File: src/verilog/epiu_pkg.sv
// package: constants, register map and types of the external pin interrupt unit
package epiu_pkg;

  // =====================================================================
  // widths
  localparam int EPIU_DW = 8;
  localparam int EPIU_AW = 8;
  localparam int EPIU_N_DED = 8;
  localparam int EPIU_N_ASYNC = 4;
  localparam int EPIU_N_PCH = 13;
  localparam int EPIU_N_PCH_LO = 8;
  localparam int EPIU_N_PCH_HI = 5;
  localparam int EPIU_N_GRP = 2;
  localparam int EPIU_SENSE_W = 2;

  typedef logic [EPIU_AW-1:0] epiu_addr_t;
  typedef logic [EPIU_DW-1:0] epiu_byte_t;

  // =====================================================================
  // register offsets
  localparam epiu_addr_t EPIU_OFS_PCH_FLAGS = 8'h3B;
  localparam epiu_addr_t EPIU_OFS_EXT_FLAGS = 8'h3C;
  localparam epiu_addr_t EPIU_OFS_EXT_MASK = 8'h3D;
  localparam epiu_addr_t EPIU_OFS_GRP_EN = 8'h68;
  localparam epiu_addr_t EPIU_OFS_SENSE_LO = 8'h69;
  localparam epiu_addr_t EPIU_OFS_SENSE_HI = 8'h6A;
  localparam epiu_addr_t EPIU_OFS_PCM_LO = 8'h6B;
  localparam epiu_addr_t EPIU_OFS_PCM_HI = 8'h6C;

  // =====================================================================
  // reset values and implemented bits
  localparam epiu_byte_t EPIU_RST_BYTE = 8'h00;
  localparam epiu_byte_t EPIU_BITS_GRP = 8'h03;
  localparam epiu_byte_t EPIU_BITS_PCM_HI = 8'h1F;
  localparam epiu_byte_t EPIU_BITS_ALL = 8'hFF;
  localparam epiu_byte_t EPIU_READ_NONE = 8'h00;

  // group bit positions in the group enable and group flag registers
  localparam int EPIU_GRP_LO = 0;
  localparam int EPIU_GRP_HI = 1;

  // level seen by the logic when a pin's input buffer is switched off in sleep
  localparam logic EPIU_BUF_OFF_LEVEL = 1'b0;

  // =====================================================================
  // sense modes of a dedicated input
  typedef enum logic [1:0] {
    EPIU_SENSE_LOW = 2'b00,
    EPIU_SENSE_ANY = 2'b01,
    EPIU_SENSE_FALL = 2'b10,
    EPIU_SENSE_RISE = 2'b11
  } epiu_sense_t;

endpackage

File: src/verilog/epiu_change_group.sv
// module: masked change detector for one pin-change group
`timescale 1ns/1ps
`default_nettype none
module epiu_change_group #(
  parameter int W = 8
) (
  input wire logic mclk,
  input wire logic rst_b,
  input wire logic [W-1:0] pins,
  input wire logic [W-1:0] mask,
  output logic change
);
  import epiu_pkg::*;

  logic [W-1:0] prev_r;

  // =====================================================================
  // previous level of every pin, masked or not, so unmasking never fakes a change
  always_ff @(posedge mclk or negedge rst_b) begin
    if (!rst_b) begin
      prev_r <= '0;
    end else begin
      prev_r <= pins;
    end
  end

  // change seen in the same cycle the pin moves, with no extra sample stage
  assign change = |((pins ^ prev_r) & mask);

endmodule
`default_nettype wire

File: src/verilog/epiu_sense_decode.sv
// module: trigger decode of one dedicated interrupt input
`timescale 1ns/1ps
`default_nettype none
module epiu_sense_decode (
  input wire epiu_pkg::epiu_sense_t mode,
  input wire logic cur,
  input wire logic prev,
  input wire logic sample_ok,
  output logic is_level,
  output logic low_level,
  output logic edge_hit
);
  import epiu_pkg::*;

  // =====================================================================
  // edge classes between previous and current level
  wire rise = cur & ~prev;
  wire fall = ~cur & prev;
  wire any_change = cur ^ prev;
  wire raw_hit;

  assign raw_hit = (mode == EPIU_SENSE_ANY) ? any_change :
                   (mode == EPIU_SENSE_FALL) ? fall :
                   (mode == EPIU_SENSE_RISE) ? rise : 1'b0;
  assign is_level = (mode == EPIU_SENSE_LOW);
  assign low_level = is_level & ~cur;
  assign edge_hit = raw_hit & sample_ok;

endmodule
`default_nettype wire

File: src/verilog/epiu_top.sv
// module: external and pin-change interrupt unit with register port
//
// Behaviour
// (RQ1) inputs 0-3: two-bit sense, edges unsampled
// (RQ2) inputs 4-7: two-bit sense between successive samples
// (RQ3) inputs 0-3 catch edges without sampling stage
// (RQ4) inputs 4-7 sampled first; one-clock pulses caught
// (RQ5) source holds low level until instruction ends
// (RQ6) level mode requests while pin low
// (RQ7) request needs pin enable and global enable
// (RQ8) pin activity triggers even as output
// (RQ9) software disables, resenses, clears flag, re-enables
// (RQ10) dedicated flag set by trigger, cleared by vector/W1C
// (RQ11) flag reads cleared in level mode
// (RQ12) sleep with 0-3 disabled gates their buffers
// (RQ13) group enable plus global enable raises group
// (RQ14) group flag set on change, vector/W1C clears
// (RQ15) low mask selects pins 0-7 for group 0
// (RQ16) high mask bits 4:0 select pins 8-12
// (RQ17) pin changes detected without sampling stage
// (RQ18) 4-7 edges need io clock; levels do not
// (RQ19) request lines are flag (pin low in level mode) AND enable AND global
`timescale 1ns/1ps
`default_nettype none
module epiu_top (
  input wire logic mclk,
  input wire logic rst_b,
  input wire epiu_pkg::epiu_addr_t reg_addr,
  input wire epiu_pkg::epiu_byte_t reg_wdata,
  input wire logic reg_wr,
  input wire logic reg_rd,
  output epiu_pkg::epiu_byte_t reg_rdata,
  input wire logic [epiu_pkg::EPIU_N_DED-1:0] dedicated_irq_pin,
  input wire logic [epiu_pkg::EPIU_N_PCH-1:0] change_watch_pin,
  input wire logic global_irq_enable,
  input wire logic sleep_active,
  input wire logic io_clk_en,
  input wire logic [epiu_pkg::EPIU_N_DED-1:0] ext_vector_ack,
  input wire logic [epiu_pkg::EPIU_N_GRP-1:0] group_vector_ack,
  output logic [epiu_pkg::EPIU_N_DED-1:0] ext_irq_req,
  output logic [epiu_pkg::EPIU_N_GRP-1:0] group_irq_req
);
  import epiu_pkg::*;

  // =====================================================================
  // functions
  // sticky flag update: a set in the same cycle as a clear wins
  function automatic epiu_byte_t flag_next(input epiu_byte_t cur, input epiu_byte_t set,
                                           input epiu_byte_t clr);
    flag_next = (cur & ~clr) | set;
  endfunction

  // register write with only the implemented bits kept
  function automatic epiu_byte_t masked_write(input epiu_byte_t data, input epiu_byte_t bits);
    masked_write = data & bits;
  endfunction

  // inputs whose buffer is off read the fixed level, each bit on its own
  function automatic logic [EPIU_N_ASYNC-1:0] buf_gate(input logic [EPIU_N_ASYNC-1:0] pin,
                                                       input logic [EPIU_N_ASYNC-1:0] off);
    buf_gate = (pin & ~off) | ({EPIU_N_ASYNC{EPIU_BUF_OFF_LEVEL}} & off);
  endfunction

  // request gate shared by the dedicated inputs and the groups
  function automatic epiu_byte_t req_gate(input epiu_byte_t active, input epiu_byte_t en,
                                          input logic gie);
    req_gate = active & en & {EPIU_DW{gie}};
  endfunction

  // sense code of one dedicated input out of the two packed sense registers
  function automatic epiu_sense_t sense_field(input logic [EPIU_SENSE_W*EPIU_N_DED-1:0] packed_sense,
                                              input int idx);
    sense_field = epiu_sense_t'(packed_sense[EPIU_SENSE_W*idx +: EPIU_SENSE_W]);
  endfunction

  // =====================================================================
  // registers
  epiu_byte_t sense_lo_r;
  epiu_byte_t sense_hi_r;
  epiu_byte_t ext_mask_r;
  epiu_byte_t ext_flag_r;
  epiu_byte_t ext_flag_nxt;
  epiu_byte_t grp_en_r;
  epiu_byte_t grp_flag_r;
  epiu_byte_t grp_flag_nxt;
  epiu_byte_t pcm_lo_r;
  epiu_byte_t pcm_hi_r;
  epiu_byte_t rdata_r;
  epiu_byte_t rdata_nxt;
  logic [EPIU_N_ASYNC-1:0] async_prev_r;
  logic [EPIU_N_DED-EPIU_N_ASYNC-1:0] sample_r;

  // =====================================================================
  // address decode
  wire hit_pch_flags = (reg_addr == EPIU_OFS_PCH_FLAGS);
  wire hit_ext_flags = (reg_addr == EPIU_OFS_EXT_FLAGS);
  wire hit_ext_mask = (reg_addr == EPIU_OFS_EXT_MASK);
  wire hit_grp_en = (reg_addr == EPIU_OFS_GRP_EN);
  wire hit_sense_lo = (reg_addr == EPIU_OFS_SENSE_LO);
  wire hit_sense_hi = (reg_addr == EPIU_OFS_SENSE_HI);
  wire hit_pcm_lo = (reg_addr == EPIU_OFS_PCM_LO);
  wire hit_pcm_hi = (reg_addr == EPIU_OFS_PCM_HI);

  wire wr_pch_flags = reg_wr & hit_pch_flags;
  wire wr_ext_flags = reg_wr & hit_ext_flags;
  wire wr_ext_mask = reg_wr & hit_ext_mask;
  wire wr_grp_en = reg_wr & hit_grp_en;
  wire wr_sense_lo = reg_wr & hit_sense_lo;
  wire wr_sense_hi = reg_wr & hit_sense_hi;
  wire wr_pcm_lo = reg_wr & hit_pcm_lo;
  wire wr_pcm_hi = reg_wr & hit_pcm_hi;

  // =====================================================================
  // dedicated inputs: internal levels
  // pins are read whatever their port direction, so driving them raises requests [RQ8]
  wire [EPIU_N_ASYNC-1:0] buf_off;
  wire [EPIU_N_ASYNC-1:0] pin_lo_int;
  wire [EPIU_SENSE_W*EPIU_N_DED-1:0] sense_all = {sense_hi_r, sense_lo_r};

  // disabled inputs 0-3 lose their buffer in sleep; the forced level may set flags [RQ12]
  assign buf_off = {EPIU_N_ASYNC{sleep_active}} & ~ext_mask_r[EPIU_N_ASYNC-1:0];
  assign pin_lo_int = buf_gate(dedicated_irq_pin[EPIU_N_ASYNC-1:0], buf_off);

  wire [EPIU_N_DED-1:0] cur_lvl;
  wire [EPIU_N_DED-1:0] prev_lvl;
  wire [EPIU_N_DED-1:0] sample_ok;
  wire [EPIU_N_DED-1:0] is_level;
  wire [EPIU_N_DED-1:0] low_level;
  wire [EPIU_N_DED-1:0] edge_hit;

  // inputs 0-3 compare the live level with the last clock's level, no sample stage [RQ3]
  assign cur_lvl[EPIU_N_ASYNC-1:0] = pin_lo_int; // [RQ1]
  assign prev_lvl[EPIU_N_ASYNC-1:0] = async_prev_r;
  assign sample_ok[EPIU_N_ASYNC-1:0] = {EPIU_N_ASYNC{1'b1}}; // [RQ18]

  // inputs 4-7 compare the new sample with the one before, only on io clock ticks [RQ4]
  assign cur_lvl[EPIU_N_DED-1:EPIU_N_ASYNC] = dedicated_irq_pin[EPIU_N_DED-1:EPIU_N_ASYNC];
  assign prev_lvl[EPIU_N_DED-1:EPIU_N_ASYNC] = sample_r; // [RQ2]
  assign sample_ok[EPIU_N_DED-1:EPIU_N_ASYNC] = {(EPIU_N_DED-EPIU_N_ASYNC){io_clk_en}}; // [RQ18]

  // =====================================================================
  // dedicated inputs: trigger decode
  genvar gi;
  generate
    for (gi = 0; gi < EPIU_N_DED; gi++) begin : g_ded
      epiu_sense_decode u_dec (
        .mode(sense_field(sense_all, gi)),
        .cur(cur_lvl[gi]),
        .prev(prev_lvl[gi]),
        .sample_ok(sample_ok[gi]),
        .is_level(is_level[gi]),
        .low_level(low_level[gi]),
        .edge_hit(edge_hit[gi])
      );
    end
  endgenerate

  // =====================================================================
  // dedicated inputs: level history
  // history resets low; sense resets to level, so the first compare sets nothing
  always_ff @(posedge mclk or negedge rst_b) begin
    if (!rst_b) begin
      async_prev_r <= '0;
    end else begin
      async_prev_r <= pin_lo_int;
    end
  end

  // samples advance only while the io clock runs
  always_ff @(posedge mclk or negedge rst_b) begin
    if (!rst_b) begin
      sample_r <= '0;
    end else if (io_clk_en) begin
      sample_r <= dedicated_irq_pin[EPIU_N_DED-1:EPIU_N_ASYNC]; // [RQ4]
    end
  end

  // =====================================================================
  // dedicated flags
  wire [EPIU_N_DED-1:0] ext_flag_clr = (wr_ext_flags ? reg_wdata : EPIU_RST_BYTE) |
                                       ext_vector_ack;

  // sense changes are not blocked: software follows the disable/clear/enable order [RQ9]
  always_comb begin
    ext_flag_nxt = flag_next(ext_flag_r, edge_hit, ext_flag_clr); // [RQ10]
    ext_flag_nxt = ext_flag_nxt & ~is_level; // [RQ11]
  end

  always_ff @(posedge mclk or negedge rst_b) begin
    if (!rst_b) begin
      ext_flag_r <= EPIU_RST_BYTE;
    end else begin
      ext_flag_r <= ext_flag_nxt;
    end
  end

  // =====================================================================
  // dedicated requests
  // level mode requests straight from the pin for as long as it stays low [RQ6]
  // a short low level may vanish before it is taken; holding it is the source's job [RQ5]
  wire [EPIU_N_DED-1:0] ext_active = (is_level & low_level) | (~is_level & ext_flag_r);

  assign ext_irq_req = req_gate(ext_active, ext_mask_r, global_irq_enable); // [RQ7] [RQ19]

  // =====================================================================
  // pin-change groups
  wire chg_lo;
  wire chg_hi;

  epiu_change_group #(
    .W(EPIU_N_PCH_LO)
  ) u_grp_lo (
    .mclk(mclk),
    .rst_b(rst_b),
    .pins(change_watch_pin[EPIU_N_PCH_LO-1:0]),
    .mask(pcm_lo_r), // [RQ15]
    .change(chg_lo) // [RQ17]
  );

  epiu_change_group #(
    .W(EPIU_N_PCH_HI)
  ) u_grp_hi (
    .mclk(mclk),
    .rst_b(rst_b),
    .pins(change_watch_pin[EPIU_N_PCH-1:EPIU_N_PCH_LO]),
    .mask(pcm_hi_r[EPIU_N_PCH_HI-1:0]), // [RQ16]
    .change(chg_hi) // [RQ17]
  );

  wire [EPIU_N_GRP-1:0] grp_change = {chg_hi, chg_lo};

  // =====================================================================
  // group flags
  wire epiu_byte_t grp_set = {{(EPIU_DW-EPIU_N_GRP){1'b0}}, grp_change};
  wire epiu_byte_t grp_ack = {{(EPIU_DW-EPIU_N_GRP){1'b0}}, group_vector_ack};
  wire epiu_byte_t grp_clr = ((wr_pch_flags ? reg_wdata : EPIU_RST_BYTE) | grp_ack) &
                             EPIU_BITS_GRP;

  // a change in the same cycle as a clear leaves the flag set
  always_comb begin
    grp_flag_nxt = flag_next(grp_flag_r, grp_set, grp_clr) & EPIU_BITS_GRP; // [RQ14]
  end

  always_ff @(posedge mclk or negedge rst_b) begin
    if (!rst_b) begin
      grp_flag_r <= EPIU_RST_BYTE;
    end else begin
      grp_flag_r <= grp_flag_nxt;
    end
  end

  // =====================================================================
  // group requests
  wire epiu_byte_t grp_req_all = req_gate(grp_flag_r, grp_en_r, global_irq_enable);
  assign group_irq_req = grp_req_all[EPIU_N_GRP-1:0]; // [RQ13] [RQ19]

  // =====================================================================
  // configuration registers
  always_ff @(posedge mclk or negedge rst_b) begin
    if (!rst_b) begin
      sense_lo_r <= EPIU_RST_BYTE;
    end else if (wr_sense_lo) begin
      sense_lo_r <= reg_wdata; // [RQ1]
    end
  end

  always_ff @(posedge mclk or negedge rst_b) begin
    if (!rst_b) begin
      sense_hi_r <= EPIU_RST_BYTE;
    end else if (wr_sense_hi) begin
      sense_hi_r <= reg_wdata; // [RQ2]
    end
  end

  always_ff @(posedge mclk or negedge rst_b) begin
    if (!rst_b) begin
      ext_mask_r <= EPIU_RST_BYTE;
    end else if (wr_ext_mask) begin
      ext_mask_r <= reg_wdata; // [RQ7]
    end
  end

  always_ff @(posedge mclk or negedge rst_b) begin
    if (!rst_b) begin
      grp_en_r <= EPIU_RST_BYTE;
    end else if (wr_grp_en) begin
      grp_en_r <= masked_write(reg_wdata, EPIU_BITS_GRP); // [RQ13]
    end
  end

  always_ff @(posedge mclk or negedge rst_b) begin
    if (!rst_b) begin
      pcm_lo_r <= EPIU_RST_BYTE;
    end else if (wr_pcm_lo) begin
      pcm_lo_r <= masked_write(reg_wdata, EPIU_BITS_ALL); // [RQ15]
    end
  end

  always_ff @(posedge mclk or negedge rst_b) begin
    if (!rst_b) begin
      pcm_hi_r <= EPIU_RST_BYTE;
    end else if (wr_pcm_hi) begin
      pcm_hi_r <= masked_write(reg_wdata, EPIU_BITS_PCM_HI); // [RQ16]
    end
  end

  // =====================================================================
  // read port: data stand only in the cycle after the read strobe
  always_comb begin
    if (hit_pch_flags) begin
      rdata_nxt = grp_flag_r;
    end else if (hit_ext_flags) begin
      rdata_nxt = ext_flag_r & ~is_level; // [RQ11]
    end else if (hit_ext_mask) begin
      rdata_nxt = ext_mask_r;
    end else if (hit_grp_en) begin
      rdata_nxt = grp_en_r;
    end else if (hit_sense_lo) begin
      rdata_nxt = sense_lo_r;
    end else if (hit_sense_hi) begin
      rdata_nxt = sense_hi_r;
    end else if (hit_pcm_lo) begin
      rdata_nxt = pcm_lo_r;
    end else if (hit_pcm_hi) begin
      rdata_nxt = pcm_hi_r;
    end else begin
      // unmapped offsets read zero
      rdata_nxt = EPIU_READ_NONE;
    end
  end

  always_ff @(posedge mclk or negedge rst_b) begin
    if (!rst_b) begin
      rdata_r <= EPIU_READ_NONE;
    end else if (reg_rd) begin
      rdata_r <= rdata_nxt;
    end else begin
      rdata_r <= EPIU_READ_NONE;
    end
  end

  assign reg_rdata = rdata_r;

endmodule
`default_nettype wire
File: config.mk
export PLATFORM = sky130hd
export DESIGN_NAME = epiu_top
export DESIGN_NICKNAME = d
export VERILOG_FILES = /design/src/verilog/epiu_pkg.sv /design/src/verilog/epiu_change_group.sv /design/src/verilog/epiu_sense_decode.sv /design/src/verilog/epiu_top.sv
export SDC_FILE = /design/constraint.sdc
export NUM_CORES = 1
export LEC_CHECK = 0
export ABC_AREA = 1
export BUFFER_PORTS_ARGS = -buffer_cell sky130_fd_sc_hd__buf_4
export CAP_MARGIN = 20
export CORE_MARGIN = 2
export CORE_UTILIZATION = 45
export CTS_BUF_LIST = sky130_fd_sc_hd__clkbuf_2
export DETAILED_ROUTE_END_ITERATION = 16
export GPL_TIMING_DRIVEN = 0
export PLACE_DENSITY = 0.66
export SKIP_CTS_REPAIR_TIMING = 1
export SYNTH_ARGS = -nofsm -noshare
export SYNTH_HDL_FRONTEND = slang
export SYNTH_HIERARCHICAL = 1
export SYNTH_SLANG_ARGS = --single-unit
File: constraint.sdc
create_clock -name mclk -period 4.2 [get_ports mclk]
set_clock_uncertainty 0.05 [all_clocks]
set_input_delay 0.42 -clock mclk [delete_from_list [all_inputs] [get_ports mclk]]
set_output_delay 0.42 -clock mclk [all_outputs]
set_load 0.005 [all_outputs]
After elaboration in Yosys (flattened, before gate mapping)
Cells that the tools add are included.
{ "classes": {"addsub": 0, "mul": 0, "div": 0, "order_cmp": 0, "n_eq_ne": 32, "shifts": 0, "n_mux": 35, "bitwise_logic": 85, "reduce_logical": 10} }
{ "ops": {"columns": ["operator", "n"], "rows": [
  ["$mux 8", 9],
  ["$and 8x8->8", 7],
  ["$eq 8x7->1 const B", 5],
  ["$and 1x1->1", 36],
  ["$eq 2x2->1 const B", 16],
  ["$eq 8x6->1 const B", 3],
  ["$mux 1", 24],
  ["$or 8x8->8", 3],
  ["$eq 2x1->1 const B", 8],
  ["$logic_not 2->1", 8],
  ["$not 1->1", 16],
  ["$not 8->8", 2],
  ["$and 4x4->4", 2],
  ["$not 4->4", 2],
  ["$reduce_or 8->1", 1],
  ["$xor 1x1->1", 8],
  ["$xor 8x8->8", 1],
  ["$and 2x2->2", 3],
  ["$and 5x5->5", 1],
  ["$mux 5", 1],
  ["$reduce_or 5->1", 1],
  ["$xor 5x5->5", 1],
  ["$or 2x2->2", 2],
  ["$mux 2", 1],
  ["$not 2->2", 1]
]} }
{ "word_totals": {"register_bits": 78, "latchBits": 0, "mem_bits_rw": 0, "romBits": 0, "input_bits": 54, "memories": 0} }

Longest topological paths before layout
{ "depth": {"ltp_word": 10, "ltp_mapped": 12, "ltp_nobuf": 11} }

Cells and area by module
The synthesis kept the hierarchy.
{ "modules_own_cells": {"columns": ["mod", "instances", "cells_per_inst", "area_per_inst_um2"], "rows": [
  ["epiu_top", 1, 375, 3155.5],
  ["epiu_sense_decode", 8, 17, 90.1],
  ["epiu_change_group (u_grp_lo)", 1, 55, 391.6],
  ["epiu_change_group (u_grp_hi)", 1, 31, 230.2]
]} }

Least setup slack after synthesis
Ideal clock, no wire load.
{ "synth_timing": {"path_kind": "in2reg", "from": "input port reg_addr[4]", "to": "register sense_lo_r[6]", "arrival_ps": 1437, "slack_ps": 2595, "stages": 9, "n_path_buf": 2, "cell_sequence": "inv_1 nand2_2 nor2_4 nand3b_4 or2_1 buf_6 buf_6 nand2_2 o21ai_2"} }
{ "synth_between": {"elab_chain_len": 2} }
{ "synth_rtl": {"columns": ["element", "line", "text"], "rows": [
  ["from (decl)", "epiu_top.sv:28", "input wire epiu_pkg::epiu_addr_t reg_addr,"],
  ["$eq 8x7->1", "epiu_top.sv:99", "wire hit_sense_lo = (reg_addr == EPIU_OFS_SENSE_LO);"],
  ["$and 1x1->1", "epiu_top.sv:108", "wire wr_sense_lo = reg_wr & hit_sense_lo;"],
  ["to (signal assigned)", "epiu_top.sv:263", "sense_lo_r <= reg_wdata;"],
  ["to (decl)", "epiu_top.sv:78", "epiu_byte_t sense_lo_r;"]
]} }
Every way passes these cells.
A chain may end at the register's enable or synchronous reset.

Worst setup path after layout
{ "layout_timing": {"from": "register ext_mask_r[2]", "to": "output port ext_irq_req[2] (netlist bit)"} }
{ "layout_between": {"elab_chain_len": 10} }
{ "layout_rtl": {"columns": ["element", "line", "text"], "rows": [
  ["from (decl)", "epiu_top.sv:80", "epiu_byte_t ext_mask_r;"],
  ["from (signal assigned)", "epiu_top.sv:279", "ext_mask_r <= reg_wdata;"],
  ["$not 4->4", "epiu_top.sv:121", "assign buf_off = {EPIU_N_ASYNC{sleep_active}} & ~ext_mask_r[EPIU_N_ASYNC-1:0];"],
  ["$and 4x4->4", "epiu_top.sv:121", null],
  ["$not 4->4", "epiu_top.sv:61", "buf_gate = (pin & ~off) | ({EPIU_N_ASYNC{EPIU_BUF_OFF_LEVEL}} & off);"],
  ["$and 4x4->4", "epiu_top.sv:61", null],
  ["named net pin_lo_int[2]", "epiu_top.sv:117", "wire [EPIU_N_ASYNC-1:0] pin_lo_int;"],
  ["$not 1->1", "epiu_sense_decode.sv:26", "assign low_level = is_level & ~cur;"],
  ["$and 1x1->1", "epiu_sense_decode.sv:26", null],
  ["named net low_level[2]", "epiu_top.sv:128", "wire [EPIU_N_DED-1:0] low_level;"],
  ["$and 8x8->8", "epiu_top.sv:201", "wire [EPIU_N_DED-1:0] ext_active = (is_level & low_level) | (~is_level & ext_flag_r);"],
  ["$or 8x8->8", "epiu_top.sv:201", null],
  ["$and 8x8->8 (2 in series)", "epiu_top.sv:67", "req_gate = active & en & {EPIU_DW{gie}};"],
  ["to (decl)", "epiu_top.sv:40", "output logic [epiu_pkg::EPIU_N_DED-1:0] ext_irq_req,"]
]} }
The timed path passes the listed nets, and every way through them passes these cells.

==> impl_metrics.csv <==
group,metric,value,unit
pwr,ir_drop,163,µV
cts,cts_root_buf,"clkbuf_2",
sta,finalMaxSlewViolations,0,
critical_path,slowest_delay,0.42,ns
floorplanning,rows,36,
cts,clock-sinks,78,
sta,final_hold_viol_count,0,
cts,cts_buffers,9,
layout,multiInputGateArea,0.00205,mm²
route,num_vias,4035,
synth,yosysWarnings,6,
floorplanning,die_w,104,µm
placement,gp_congestion,0.886,
global_route,grt_util_all_layers,0.218,
global_route,grt_max_degree,79,
critical_path,startpoint_type,"flop",
sta,worstMarginPinSlew,1.01,ns
floorplanning,start_util,0.462,
cts,cts_tree,"yes",
layout,diodes,0,
sta,setup_tns,0,ns
floorplanning,io_pins,72,
cts,clk_path_buf_depth,2,
route,wirelength,11300,µm
pwr,p_per_area,276,mW/mm²
route,drtIter0Drc,210,
min_path,min_to,"sample_r[3]",
critical_path,r2r_slack,2.44,ns
run,cap_viol_max_count,0,
critical_path,critPathRequiredTime,3.73,ns
placement,pre_cts_ws,2.02,ns
placement,portBuffers,71,
placement,dpl_cell_area,0.00521,mm²
route,via_per_inst,4.83,
pwr,power,0.00152,W
critical_path,rr_worst_depth,9,
layout,design_area,0.00552,mm²
cts,htreeDepth,3,
sta,period_minus_slack,2.34,ns
pwr,p_int,0.00109,W
route,drtPass1Iterations,5,
critical_path,reg2reg_to,"ext_flag_r[2]",
synth,synth_top_area_cell,"dfrtp_1",
layout,register_area,0.00195,mm²
layout,area_delta_synth_final,22.8,%
min_path,hp-start,"dedicated_irq_pin[7]",
sta,rsz0062_at_grt,"no",
pwr,power_frac_comb,0.159,
pwr,clkPwrFrac,0.302,
synth,synth_area_leaders,"dfrtp_1, nand2_1, inv_1",
sta,max_freq,0.427,GHz
layout,utilization,0.568,
synth,synth.top_cell.area_share,0.434,
route,route.detailed.drc,0,
pwr,switching_share,0.286,
route,ant_nets,0,
pwr,p_sw,0.000436,W
synth,yosysSeqAreaShare,0.434,
synth,netlist_area,0.00450,mm²
floorplanning,core-area,0.00973,mm²
critical_path,cp_data_arrival_time,1.87,ns
global_route,grt_pass1_vias,3884,
critical_path,reg2reg_from,"ext_mask_r[2]",
critical_path,path_max_fanout,4,
critical_path,worstPathCellList,"inv_1 -> a21boi_0 -> nor2_1 -> a21oi_1 -> nor3_1 -> buf_4",
status,outcome,"complete, no violations",
floorplanning,dieArea,0.0108,mm²
floorplanning,dieHeight,104,µm
cts,clk_latency,0.54,ns
sta,slew-limit-headroom,0.322,
critical_path,crit_type,"flop to output port",
min_path,hold_path.class,"primary input to flop",
layout,nets,769,
synth,ys_ff_latch,78,
placement,hpwlAfterDp,8460,µm
sta,fin_ws,1.86,ns
critical_path,crit_path_top_delay_cell,"dfrtp_1",
pwr,p_seq_frac,0.539,
global_route,grt_antenna_before_repair,0,
synth,yosysUniqueCellTypes,34,
layout,fillers,962,
global_route,grt_pass1_wl,18800,µm
min_path,holdPathStages,2,
synth,synth_area_per_cell,7.53,µm²
global_route,overflow,0,
sta,setup_viol,0,
pwr,leakagePower,2.82,nW
synth,syn_inst,597,
layout,drive_gt1_frac,0.199,
route,wl_per_cell,13.5,µm
critical_path,end_kind,"output port",
cts,clk_pin_slew,0.22,ns
sta,fin_crit_sh,0.557,
## layer usage
layer  vias up  routed length [µm]  share of wire  track usage
met5         -                   0              0            0
met4         0                 120          0.011       0.0666
met3        12                 477          0.042       0.0382
met2        95                5460           0.48        0.373
met1      1870                5250           0.46        0.284
li1       2058                   -              -            -
## cells by family after synthesis
logic type	share of synthesized area
AOI/OAI and AO/OA	0.126
and+or+nand+nor	0.271
buffers and inverters	0.113
muxes	0.0100
adders and majority gates	0.0445
DFF	0.434
other	0.000834
## worst max path at each step
stage                             start             end  depth (start not counted)
after floorplan             reg_addr[4]   sense_lo_r[6]                          9
after global placement      reg_addr[1]   ext_flag_r[7]                          9
after detailed placement    reg_addr[1]   ext_flag_r[2]                          9
after CTS                 ext_mask_r[2]  ext_irq_req[2]                          6
after global routing      ext_mask_r[2]  ext_irq_req[2]                          6
final                     ext_mask_r[2]  ext_irq_req[2]                          6
## critical path: cells and delay by family, from the launching register on
kind            cells  cell delay [ns]
compound gates      2             0.57
flops               1             0.42
buf+inv             2             0.20
simple gates        2             0.16
## stage by stage
step                cells  hold slack [ns]
floorplan             600           0.0744
global placement      804            0.425
detailed placement    804            0.430
CTS                   819          -0.0936
global route          836           0.0474
finish                836           0.0788
## state kept, by name (all words and copies together), names as in the netlist, 4 cells and up
signal,cells
sample_r,4
reg_rdata,8
sense_lo_r,8
ext_mask_r,8
async_prev_r,4
u_grp_lo/prev_r,8
sense_hi_r,8
u_grp_hi/prev_r,5
pcm_hi_r,5
pcm_lo_r,8
ext_flag_r,8
## final cells by class
class,count,share of cell area
multi-input cells,394,0.371
flip-flops and latches,78,0.354
repair buffers,88,0.131
inverters,122,0.0829
well taps,133,0.0301
clock inverters,5,0.0136
plain buffers,6,0.00929
clock buffers,10,0.00906
## synth_stat cells
| library cell | n |
|---|---|
| a21boi_0 | 5 |
| a21oi_1 | 30 |
| a31oi_1 | 2 |
| buf_2 | 2 |
| buf_4 | 1 |
| buf_6 | 3 |
| clkinv_1 | 1 |
| conb_1 | 1 |
| dfrtp_1 | 78 |
| ha_1 | 16 |
| inv_1 | 116 |
| inv_2 | 5 |
| mux2_2 | 4 |
| nand2_1 | 135 |
| nand2_2 | 15 |
| nand3_1 | 17 |
| nand3_2 | 10 |
| nand3b_4 | 1 |
| nand4_1 | 3 |
| nor2_1 | 72 |
| nor2_2 | 3 |
| nor2_4 | 2 |
| nor3_1 | 11 |
| nor3_4 | 1 |
| nor3b_1 | 1 |
| o2111ai_1 | 2 |
| o211ai_1 | 1 |
| o21a_1 | 5 |
| o21ai_0 | 30 |
| o21ai_1 | 10 |
| o21ai_2 | 8 |
| o22ai_1 | 3 |
| o31ai_1 | 2 |
| or2_1 | 1 |
## power groups by stage
stage                     sequential, W  clock, W  combinational [W]
after global routing           0.000827  0.000504           0.000279
after detailed placement       0.000834         0           0.000229
after global placement         0.000833         0           0.000221
after CTS                      0.000821  0.000466           0.000230
after floorplan                0.000824         0           0.000131
final                          0.000821  0.000461           0.000243
## cells in the final DEF, fill, tap and decap left out, types with 3 or more instances in the layout
cell           synthesis  layout
nor3_1                11      11
nand3_1               17      17
nand2_2               15      15
ha_1                  16      16
inv_2                  5       5
nand4_1                3       3
o21ai_0               30      30
o21ai_2                8       8
a21oi_1               30      30
inv_1                116     116
mux2_2                 4       4
buf_6                  3       3
o22ai_1                3       3
dlygate4sd3_1          0      16
o21a_1                 5       5
nand2_1              135     135
nor2_2                 3       3
nor2_1                72      72
conb_1                 1       4
buf_4                  1      72
a21boi_0               5       5
clkbuf_2               0      10
dfrtp_1               78      78
clkinv_1               1       3
nand3_2               10      10
o21ai_1               10      10
(Power assumes the default switching activity.)
